[config.mk]
export PLATFORM = sky130hd
export DESIGN_NAME = brs_sequencer
export DESIGN_NICKNAME = d
export VERILOG_FILES = /design/src/brs_pkg.sv /design/src/brs_sequencer.sv /design/src/brs_wait_timer.sv
export SDC_FILE = /design/constraint.sdc
export NUM_CORES = 1
export LEC_CHECK = 0
export BUFFER_PORTS_ARGS = -buffer_cell sky130_fd_sc_hd__buf_2
export CORE_ASPECT_RATIO = 0.9
export CORE_MARGIN = 4
export CORE_UTILIZATION = 35
export DETAILED_ROUTE_END_ITERATION = 8
export GPL_ROUTABILITY_DRIVEN = 0
export PLACE_DENSITY = 0.62
export REMOVE_ABC_BUFFERS = 1
export SLEW_MARGIN = 0
export SYNTH_ARGS = -nofsm -noshare
export SYNTH_HDL_FRONTEND = slang
export SYNTH_SLANG_ARGS = --single-unit
export TNS_END_PERCENT = 5
[constraint.sdc]
create_clock -name clk -period 4.2 [get_ports clk]
set_clock_uncertainty 0.1 [all_clocks]
set_input_delay 0.42 -clock clk [delete_from_list [all_inputs] [get_ports clk]]
set_output_delay 0.42 -clock clk [all_outputs]
set_load 0.01 [all_outputs]
[src/brs_pkg.sv]
// package: constants and types for the bus-recovery sequencer
package brs_pkg;
  localparam int unsigned CLK_HZ          = 50_000_000;
  localparam int unsigned ADDR_W          = 4;
  localparam logic [3:0]  REG_CTRL        = 4'h0;
  localparam logic [3:0]  REG_WAIT        = 4'h4;
  localparam logic [3:0]  REG_DUMMY       = 4'h8;
  localparam logic [3:0]  REG_STATUS      = 4'hC;
  localparam logic [3:0]  REG_LEVELS      = 4'h2;
  localparam int unsigned CTRL_START_BIT  = 0;
  localparam int unsigned STAT_BUSY_BIT   = 0;
  localparam int unsigned STAT_ACK_BIT    = 1;
  localparam int unsigned STAT_CTL_BIT    = 2;
  localparam int unsigned DATA_LEVEL_BIT  = 3;
  localparam int unsigned CLOCK_LEVEL_BIT = 2;
  localparam logic [15:0] LEVELS_RECOVERY = 16'h000C;
  localparam logic [15:0] LEVELS_RESET    = 16'h0000;
  localparam logic [15:0] WAIT_RESET      = 16'h0032;
  localparam logic [7:0]  DUMMY_RESET     = 8'hFF;
  localparam logic [3:0]  BYTE_BITS       = 4'h8;

  typedef enum logic [1:0] {
    brs_ph_low_type_lo,
    brs_ph_high_type_hi,
    brs_ph_end_type_end
  } brs_phase_type;

  typedef enum {
    ST_IDLE, ST_PRESET, ST_DIR, ST_CTL_RESET,
    ST_START_HI, ST_START_SDA, ST_START_LOW, ST_WAIT1,
    ST_BIT_LOW, ST_BIT_HIGH, ST_BIT_END,
    ST_ACK_LOW, ST_ACK_HIGH, ST_ACK_END,
    ST_STOP_LOW, ST_STOP_SCL, ST_STOP_HIGH, ST_WAIT2, ST_DONE
  } brs_state_type;
endpackage

[src/brs_sequencer.sv]
// bus-recovery sequencer: bit-bangs start, dummy byte, ack clock, stop
`timescale 1ns/1ps
module brs_sequencer
  import brs_pkg::*;
(
  input  wire logic              clk,
  input  wire logic              rst,
  input  wire logic [ADDR_W-1:0] addr,
  input  wire logic [31:0]       wdata,
  input  wire logic              wr,
  input  wire logic              rd,
  output logic [31:0]            rdata,
  input  wire logic              scl_in,
  output logic                   scl_out,
  output logic                   scl_oe,
  input  wire logic              sda_in,
  output logic                   sda_out,
  output logic                   sda_oe,
  output logic                   pin_port_mode,
  output logic                   ctl_reset,
  output logic                   ctl_halt,
  output logic                   done,
  output logic                   done_ack
);
  brs_state_type state;
  logic [15:0]   wait_cnt;
  logic [7:0]    dummy;
  logic [15:0]   port_b_low_levels;
  logic [3:0]    bit_cnt;
  logic [7:0]    shift;
  logic          ack_level;
  logic          sda_meta;
  logic          sda_sync;
  logic          scl_meta;
  logic          scl_sync;
  logic          wait_start;
  logic          wait_done;
  logic          data_dir_out;
  logic          busy;

  function automatic logic [15:0] level_word(input logic scl, input logic sda);
    logic [15:0] w;
    w = LEVELS_RESET;
    if (sda) begin
      w[DATA_LEVEL_BIT] = 1'b1;
    end
    if (scl) begin
      w[CLOCK_LEVEL_BIT] = 1'b1;
    end
    return w;
  endfunction

  brs_wait_timer u_wait (
    .clk      (clk),
    .rst      (rst),
    .start    (wait_start),
    .wait_cnt (wait_cnt),
    .done     (wait_done)
  );

  // pin inputs come from outside, two flops first
  always_ff @(posedge clk or posedge rst) begin
    if (rst) begin
      sda_meta <= 1'b1;
      sda_sync <= 1'b1;
      scl_meta <= 1'b1;
      scl_sync <= 1'b1;
    end else begin
      sda_meta <= sda_in;
      sda_sync <= sda_meta;
      scl_meta <= scl_in;
      scl_sync <= scl_meta;
    end
  end

  // register writes
  always_ff @(posedge clk or posedge rst) begin
    if (rst) begin
      wait_cnt <= WAIT_RESET;
      dummy    <= DUMMY_RESET;
    end else if (wr && !busy) begin
      if (addr == REG_WAIT) begin
        wait_cnt <= wdata[15:0];
      end
      if (addr == REG_DUMMY) begin
        dummy <= wdata[7:0];
      end
    end
  end

  assign busy = (state != ST_IDLE);

  // sequencer; wait_start fires on entering each waited step
  always_ff @(posedge clk or posedge rst) begin
    if (rst) begin
      state             <= ST_IDLE;
      port_b_low_levels <= LEVELS_RESET;
      data_dir_out      <= 1'b0;
      scl_oe            <= 1'b0;
      pin_port_mode     <= 1'b0;
      ctl_reset         <= 1'b0;
      ctl_halt          <= 1'b0;
      bit_cnt           <= 4'h0;
      shift             <= 8'h00;
      ack_level         <= 1'b1;
      wait_start        <= 1'b0;
      done              <= 1'b0;
      done_ack          <= 1'b0;
    end else begin
      wait_start <= 1'b0;
      done       <= 1'b0;
      unique case (state)
        ST_IDLE: begin
          if (wr && addr == REG_CTRL && wdata[CTRL_START_BIT]) begin
            pin_port_mode <= 1'b1;
            state         <= ST_PRESET;
          end
        end
        ST_PRESET: begin
          port_b_low_levels <= LEVELS_RECOVERY;
          state             <= ST_DIR;
        end
        ST_DIR: begin
          data_dir_out <= 1'b1;
          scl_oe       <= 1'b1;
          ctl_reset    <= 1'b1;
          ctl_halt     <= 1'b1;
          state        <= ST_CTL_RESET;
        end
        ST_CTL_RESET: begin
          ctl_reset <= 1'b0;
          state     <= ST_START_HI;
        end
        ST_START_HI: begin
          port_b_low_levels <= level_word(1'b1, 1'b1);
          state             <= ST_START_SDA;
        end
        ST_START_SDA: begin
          port_b_low_levels <= level_word(1'b1, 1'b0);
          state             <= ST_START_LOW;
        end
        ST_START_LOW: begin
          port_b_low_levels <= level_word(1'b0, 1'b0);
          wait_start        <= 1'b1;
          state             <= ST_WAIT1;
        end
        ST_WAIT1: begin
          if (wait_done) begin
            bit_cnt           <= BYTE_BITS;
            shift             <= dummy;
            port_b_low_levels <= level_word(1'b0, dummy[7]);
            wait_start        <= 1'b1;
            state             <= ST_BIT_LOW;
          end
        end
        ST_BIT_LOW: begin
          if (wait_done) begin
            port_b_low_levels <= level_word(1'b1, shift[7]);
            wait_start        <= 1'b1;
            state             <= ST_BIT_HIGH;
          end
        end
        ST_BIT_HIGH: begin
          if (wait_done) begin
            port_b_low_levels <= level_word(1'b0, shift[7]);
            wait_start        <= 1'b1;
            bit_cnt           <= bit_cnt - 4'h1;
            state             <= ST_BIT_END;
          end
        end
        ST_BIT_END: begin
          if (wait_done) begin
            if (bit_cnt != 4'h0) begin
              port_b_low_levels <= level_word(1'b0, shift[6]);
              shift             <= {shift[6:0], 1'b0};
              state             <= ST_BIT_LOW;
            end else begin
              data_dir_out      <= 1'b0;
              port_b_low_levels <= level_word(1'b0, 1'b0);
              state             <= ST_ACK_LOW;
            end
            wait_start <= 1'b1;
          end
        end
        ST_ACK_LOW: begin
          if (wait_done) begin
            port_b_low_levels <= level_word(1'b1, 1'b0);
            wait_start        <= 1'b1;
            state             <= ST_ACK_HIGH;
          end
        end
        ST_ACK_HIGH: begin
          if (wait_done) begin
            ack_level         <= sda_sync;
            port_b_low_levels <= level_word(1'b0, 1'b0);
            wait_start        <= 1'b1;
            state             <= ST_ACK_END;
          end
        end
        ST_ACK_END: begin
          if (wait_done) begin
            data_dir_out      <= 1'b1;
            port_b_low_levels <= level_word(1'b0, 1'b0);
            state             <= ST_STOP_LOW;
          end
        end
        ST_STOP_LOW: begin
          port_b_low_levels <= level_word(1'b1, 1'b0);
          state             <= ST_STOP_SCL;
        end
        ST_STOP_SCL: begin
          port_b_low_levels <= level_word(1'b1, 1'b1);
          state             <= ST_STOP_HIGH;
        end
        ST_STOP_HIGH: begin
          wait_start <= 1'b1;
          state      <= ST_WAIT2;
        end
        ST_WAIT2: begin
          if (wait_done) begin
            state <= ST_DONE;
          end
        end
        ST_DONE: begin
          // pins stay as port outputs high; controller remains halted
          done     <= 1'b1;
          done_ack <= ack_level;
          state    <= ST_IDLE;
        end
      endcase
    end
  end

  // pin drivers straight from flops
  always_ff @(posedge clk or posedge rst) begin
    if (rst) begin
      scl_out <= 1'b1;
      sda_out <= 1'b1;
      sda_oe  <= 1'b0;
    end else begin
      scl_out <= port_b_low_levels[CLOCK_LEVEL_BIT];
      sda_out <= port_b_low_levels[DATA_LEVEL_BIT];
      sda_oe  <= data_dir_out;
    end
  end

  // read data one cycle after strobe, zero otherwise
  always_ff @(posedge clk or posedge rst) begin
    if (rst) begin
      rdata <= 32'h00000000;
    end else begin
      rdata <= 32'h00000000;
      if (rd) begin
        unique case (addr)
          REG_WAIT:   rdata <= {16'h0000, wait_cnt};
          REG_DUMMY:  rdata <= {24'h000000, dummy};
          REG_LEVELS: rdata <= {16'h0000, port_b_low_levels};
          REG_STATUS: rdata <= {28'h0000000, scl_sync, ctl_halt, ack_level, busy};
          default:    rdata <= 32'h00000000;
        endcase
      end
    end
  end
endmodule

[src/brs_wait_timer.sv]
// half-bus-period wait counter, one-cycle done pulse
`timescale 1ns/1ps
module brs_wait_timer
  import brs_pkg::*;
(
  input  wire logic        clk,
  input  wire logic        rst,
  input  wire logic        start,
  input  wire logic [15:0] wait_cnt,
  output logic             done
);
  logic [15:0] cnt;
  logic        running;

  always_ff @(posedge clk or posedge rst) begin
    if (rst) begin
      cnt     <= 16'h0000;
      running <= 1'b0;
      done    <= 1'b0;
    end else begin
      done <= 1'b0;
      if (start) begin
        cnt     <= 16'h0000;
        running <= 1'b1;
      end else if (running) begin
        // counts up to the programmed length, zero still gives one cycle
        if (cnt + 16'h0001 >= wait_cnt) begin
          running <= 1'b0;
          done    <= 1'b1;
        end else begin
          cnt <= cnt + 16'h0001;
        end
      end
    end
  end
endmodule
==> results.json, run 1 <==
{
  "first_global_vias": 3684,
  "status": "finished clean",
  "tritoncts": "built",
  "cp.arrival_ns": 3.90,
  "ios": 83,
  "seqCellArea_mm2": 0.00232,
  "clock_tree.buffer_depth": 2,
  "worstSetupEndpointType": "flip-flop",
  "period_needed_ns": 3.74,
  "crit_path_start_kind": "flip-flop",
  "dr.first_iter.drc_count": 252,
  "start_util_pct": 36.1,
  "peakVddDrop_uv": 202,
  "cap_violations": 0,
  "dieArea_mm2": 0.0159,
  "ys_dominant_reg_cell": "dfrtp_1",
  "fin_hold_ws_ns": 0.0730,
  "reg2reg_slack_ns": 0.46,
  "ys_types": 60,
  "power.density_mw_per_mm2": 315,
  "root_buffer": "clkbuf_16",
  "multi_input_area_mm2": 0.00228,
  "critPathSlowestCell": "dfrtp_1",
  "groute.usage.overall_pct": 14.2,
  "slew-limit-headroom_pct": 41.5,
  "synth-seq-cells": 92,
  "drive_gt1_share_pct": 21.8,
  "yosysSeqAreaShare_pct": 47.7,
  "antenna_cells": 0,
  "area_growth_pct": 12.6,
  "antenna_found_initial": 0,
  "die_y_um": 120,
  "grt_remaining_overflow": 0,
  "cts_inserted_buffers": 9,
  "wl_per_cell_um": 15.8,
  "syn_avg_cell_area_um2": 10.2,
  "postPlaceCellArea_mm2": 0.00517,
  "fin_tns_setup_ns": 0,
  "synth_area_mm2": 0.00487,
  "drc": 0,
  "ant_nets": 0,
  "crit_required_ns": 4.36,
  "finalSetupViolations": 0,
  "coreArea_mm2": 0.0135,
  "rsz0062_at_grt": "no",
  "viasPerCell": 5.21,
  "worst_slew_pin_slew_ns": 0.872,
  "row_count": 40,
  "fin_area_mm2": 0.00548,
  "dpl.hpwl_um": 7960,
  "h-tree-depth": 3,
  "synth_edf_count": 0,
  "clkSinkCount": 92,
  "routed_wl_um": 10900,
  "clk_pin_slew_ns": 0.07,
  "grt_pass1_wl_um": 18400,
  "layout.filler_cells": 1333,
  "max_stage_delay_ns": 0.45,
  "grt_start_max_net_pins": 37,
  "vias": 3601,
  "timing.critical_path.cells": "nand3_2 -> or2_1 -> nor2_1 -> nand3_1 -> xnor2_1 -> ha_1 -> nand4_1 -> nor2_1 -> nor3_1 -> o2111ai_4 -> buf_4 -> or3_1 -> a21oi_1",
  "hold_class": "in -> reg",
  "die_w_um": 132,
  "crit_type": "reg -> reg",
  "cp_max_fo": 17,
  "nets": 579,
  "drt_pass1_iterations": 5,
  "p_leak_uw": 0.00259,
  "async_flop_share_pct": 100,
  "clock.fmax_mhz": 267,
  "io_buffers": 50,
  "synthCells": 479,
  "worst_path_most_repeated_cell": "nor2_1",
  "finalMaxSlewViolations": 0,
  "clock_latency_ns": 0.35,
  "hold_violations": 0,
  "min_period_over_period_pct": 89.1,
  "yosys_warnings": 0
}
==> synth_stat cells, types with 9 or more instances <==
cell      count  area [um^2]
or3_1        16          100
dfstp_2      18          473
nand3_1      13         65.1
a21oi_1      28          140
and3_1       13         81.3
mux2_2       17          191
nor2_1       30          113
nand2_1      33          124
dfrtp_1      74         1850
o21ai_0      29          145
clkbuf_1     13         48.8
inv_1        26         97.6
xnor2_1      14          123
buf_4        18          135
mux2_1       10          113
nor2b_1       9         56.3
ha_1         19          238
==> placed cells by master (no fill, tap or decap), types with 3 or more instances in the layout <==
master,instances
a21oi_1,28
a22oi_1,6
a31oi_1,3
and3_1,13
buf_2,50
buf_4,3
clkbuf_16,9
clkbuf_8,3
clkinv_2,4
conb_1,16
dfrtp_1,74
dfstp_2,18
ha_1,19
inv_1,25
mux2_1,10
mux2_2,17
mux2i_1,8
nand2_1,33
nand2b_1,4
nand3_1,13
nand4_1,5
nor2_1,30
nor2b_1,9
nor3_1,6
nor3b_1,4
o21ai_0,29
o22ai_1,3
o31ai_1,5
or3_1,16
or4_1,3
xnor2_1,14
xor2_1,5
==> flip-flops by register name, indices dropped and copies added, names as in the netlist, 2 cells and up <==
name and cells:
rdata 16, u_wait.cnt 16, wait_cnt 16, dummy 8
shift 8, state 5, bit_cnt 4, port_b_low_levels 2
==> power breakdown <==
part	total, uW	switching, uW	internal, uW
Sequential	891	0.695	890
Combinational	54.9	41.3	13.6
Clock	782	336	446
Total	1730	378	1350
==> cell type report <==
| type | instances | share of cell area (%) |
|---|---|---|
| repair buffers | 54 | 5.16 |
| flip-flops and latches | 92 | 42.4 |
| inverters | 26 | 1.80 |
| multi-input cells | 335 | 41.5 |
| clock buffers | 12 | 4.86 |
| clock inverters | 4 | 0.411 |
| well taps | 168 | 3.83 |
==> through the flow <==
stage               setup slack, ns  power [uW]  std cells  util (%)
floorplan                     0.905         933        453         -
global route                 0.0922        1790        691      40.6
finish                        0.459        1730        691      40.6
detailed placement            0.358         962        674      38.3
global placement              0.536         961        674      38.3
CTS                           0.322        1750        691      40.5
==> path summary, 6_finish.rpt <==
kind / startpoint / end / depth (start not counted)
setup / recovery: u_wait.cnt[2] / u_wait.cnt[4] / 13
hold / removal: sda_in / sda_meta / 1
setup reg to reg: u_wait.cnt[2] / u_wait.cnt[4] / 13
hold reg to reg: sda_meta / sda_sync / 0
max in group asynchronous: rst / scl_meta / 4
min in group asynchronous: rst / wait_cnt[3] / 3
==> timing repair <==
item                                    in CTS  in global routing
gates resized for setup                      0                  1
endpoints found under the hold margin       20                  0
endpoints found under the setup margin       0                  2
setup buffers                                0                  0
hold buffers                                 1                  0
==> critical path: cells and delay by family (launching register included) <==
family	cells	cell delay, ns
adder cells (fa/ha/maj)	1	0.28
buffers and inverters	1	0.27
XOR/XNOR	1	0.16
AO/OA/AOI/OAI	2	0.49
AND/OR/NAND/NOR	8	1.89
flip-flops	1	0.45
==> layer usage <==
layer	GRT usage, %	vias to the layer above	wire length (um)	share of wire (%)
met2	21.0	93	4660	43
met3	3.81	10	624	5.7
met1	20.4	1759	5490	50
met5	0	-	0	0
li1	-	1739	-	-
met4	4.42	0	150	1.4
==> logic make-up (layout without fill, tap and decap cells) <==
logic type | Yosys count | in the layout | share of synthesized area, %
simple gates | 150 | 150 | 16.5
xor+xnor | 19 | 19 | 3.42
flops | 92 | 92 | 47.7
buf+inv | 67 | 96 | 6.91
other cells | 1 | 16 | 0.0770
mux | 35 | 35 | 7.88
compound gates | 96 | 96 | 12.7
fa+ha+maj | 19 | 19 | 4.88
(Power assumes the default switching activity.)
==> run 2: changes to the inputs <==
--- a/config.mk
+++ b/config.mk
@@ -5,13 +5,13 @@
 export SDC_FILE = /design/constraint.sdc
 export NUM_CORES = 1
 export LEC_CHECK = 0
-export BUFFER_PORTS_ARGS = -buffer_cell sky130_fd_sc_hd__buf_2
 export CORE_ASPECT_RATIO = 0.9
 export CORE_MARGIN = 4
 export CORE_UTILIZATION = 35
 export DETAILED_ROUTE_END_ITERATION = 8
+export DONT_BUFFER_PORTS = 1
 export GPL_ROUTABILITY_DRIVEN = 0
-export PLACE_DENSITY = 0.62
+export PLACE_DENSITY = 0.57
 export REMOVE_ABC_BUFFERS = 1
 export SLEW_MARGIN = 0
 export SYNTH_ARGS = -nofsm -noshare
==> run 2 against run 1 <==
  * Utilization is 2.0 points lower
  * Combinational power is 35% lower
  * Non-clock buffer count is 50 lower
  * Sequential power hardly changed
  * Via count is 4.7% lower
  * Worst hold slack worse by 0.062 ns
  * First-iteration DRC count is 18% lower
  * Largest power group unchanged
==> results.json, run 2 (synthesis results as in run 1) <==
{
  "postPlaceCellArea_mm2": 0.00492,
  "worst_slew_pin_slew_ns": 0.912,
  "grt_start_max_net_pins": 67,
  "cts_inserted_buffers": 9,
  "status": "finished clean",
  "clkSinkCount": 92,
  "fin_area_mm2": 0.00522,
  "cts_resized": 0,
  "dr.first_iter.drc_count": 206,
  "hold_violations": 0,
  "antenna_cells": 0,
  "power.density_mw_per_mm2": 326,
  "worstSetupEndpointType": "flip-flop",
  "slew-limit-headroom_pct": 38.8,
  "area_growth_pct": 7.14,
  "reg_top3": "rdata x16, u_wait.cnt x16, wait_cnt x16",
  "cap_violations": 0,
  "min_period_over_period_pct": 89.6,
  "clock_tree.buffer_depth": 2,
  "cp_max_fo": 17,
  "routed_wl_um": 10700,
  "io_buffers": 0,
  "drive_gt1_share_pct": 12.7,
  "layout_commonest_cell": "dfrtp_1",
  "tritoncts": "built",
  "ff2ff_path_depth": 14,
  "crit_required_ns": 4.36,
  "dpl.hpwl_um": 7800,
  "finalSetupViolations": 0,
  "drt_pass1_iterations": 5,
  "die_w_um": 132,
  "clock.fmax_mhz": 266,
  "placed_cells": 623,
  "fin_hold_ws_ns": 0.0112,
  "power_uw": 1700,
  "coreArea_mm2": 0.0135,
  "vias": 3433,
  "crit_path_start_kind": "flip-flop",
  "finalMaxSlewViolations": 0,
  "groute.usage.overall_pct": 14.2,
  "period_needed_ns": 3.76,
  "layout.filler_cells": 1314,
  "root_buffer": "clkbuf_16",
  "layout_common_cells": "dfrtp_1, nand2_1, nor2_1",
  "h-tree-depth": 3,
  "ios": 83,
  "ant_nets": 0,
  "clock_latency_ns": 0.34,
  "peakVddDrop_uv": 183,
  "fin_tns_setup_ns": 0,
  "dieArea_mm2": 0.0159,
  "drc": 0,
  "cp.arrival_ns": 3.93,
  "start_util_pct": 36.1,
  "final_cells": 641,
  "antenna_found_initial": 0,
  "row_count": 40,
  "viasPerCell": 5.36,
  "die_y_um": 120,
  "crit_type": "reg -> reg",
  "first_global_vias": 3321,
  "rsz0062_at_grt": "no",
  "p_leak_uw": 0.00235,
  "wl_per_cell_um": 16.8,
  "nets": 529,
  "grt_remaining_overflow": 0,
  "grt_pass1_wl_um": 17800,
  "clk_pin_slew_ns": 0.06,
  "hold_class": "in -> async"
}
run 2: report_power, final:
group,internal (uW),switching [uW]
Combinational,5.59,30.0
Sequential,891,0.857
Clock,450,325
run 2: stage by stage:
step           setup slack (ns)  utilization (%)
6_report                  0.436             38.6
3_3_place_gp              0.567             36.4
5_1_grt                  0.0986             38.6
3_5_place_dp              0.470             36.4
2_1_floorplan             0.905                -
4_1_cts                   0.440             38.6
run 2: repair_timing:
action,CTS,global route
hold endpoints to repair,2,0
hold buffers,2,0
buffers inserted,0,0
run 2: layer usage:
layer  share of wire, %  global-route usage (%)  wire length [um]  vias up
li1                   -                       -                 -     1644
met1                 46                    18.9              4920     1681
met2                 44                    20.9              4710      100
met3                9.0                    6.20               968        8
met4                1.3                    4.03               142        0
met5                  0                       0                 0        -
run 2: worst paths after layout:
kind	startpoint	to	slack [ns]
max	u_wait.cnt[0]	u_wait.cnt[3]	0.44
min	rst	rdata[3]	0.01
max reg2reg	u_wait.cnt[0]	u_wait.cnt[3]	0.44
min reg2reg	sda_meta	sda_sync	0.26
max in group asynchronous	rst	scl_sync	3.09
min in group clk	wdata[12]	wait_cnt[12]	0.10
run 2: area by class of cell:
| type | count | area (um^2) | area share, % |
|---|---|---|---|
| Multi-Input combinational cell | 335 | 2270 | 43.4 |
| Tap cell | 168 | 210 | 4.03 |
| Clock buffer | 15 | 278 | 5.32 |
| Sequential cell | 92 | 2320 | 44.5 |
| Inverter | 26 | 100 | 1.92 |
| Timing Repair Buffer | 4 | 35.0 | 0.671 |
| Clock inverter | 1 | 5.00 | 0.0959 |
run 2: critical path: stages (launching register included):
cell and delay [ns]:
dfrtp_1 0.44, ha_1 0.26, and3_2 0.22, nand2_1 0.05
nor2_1 0.35, nand2_1 0.12, xnor2_1 0.15, ha_1 0.29
nand4_1 0.13, nor2_1 0.07, nor3_1 0.29, o2111ai_2 0.41
buf_4 0.31, or3_1 0.32, a21oi_1 0.16
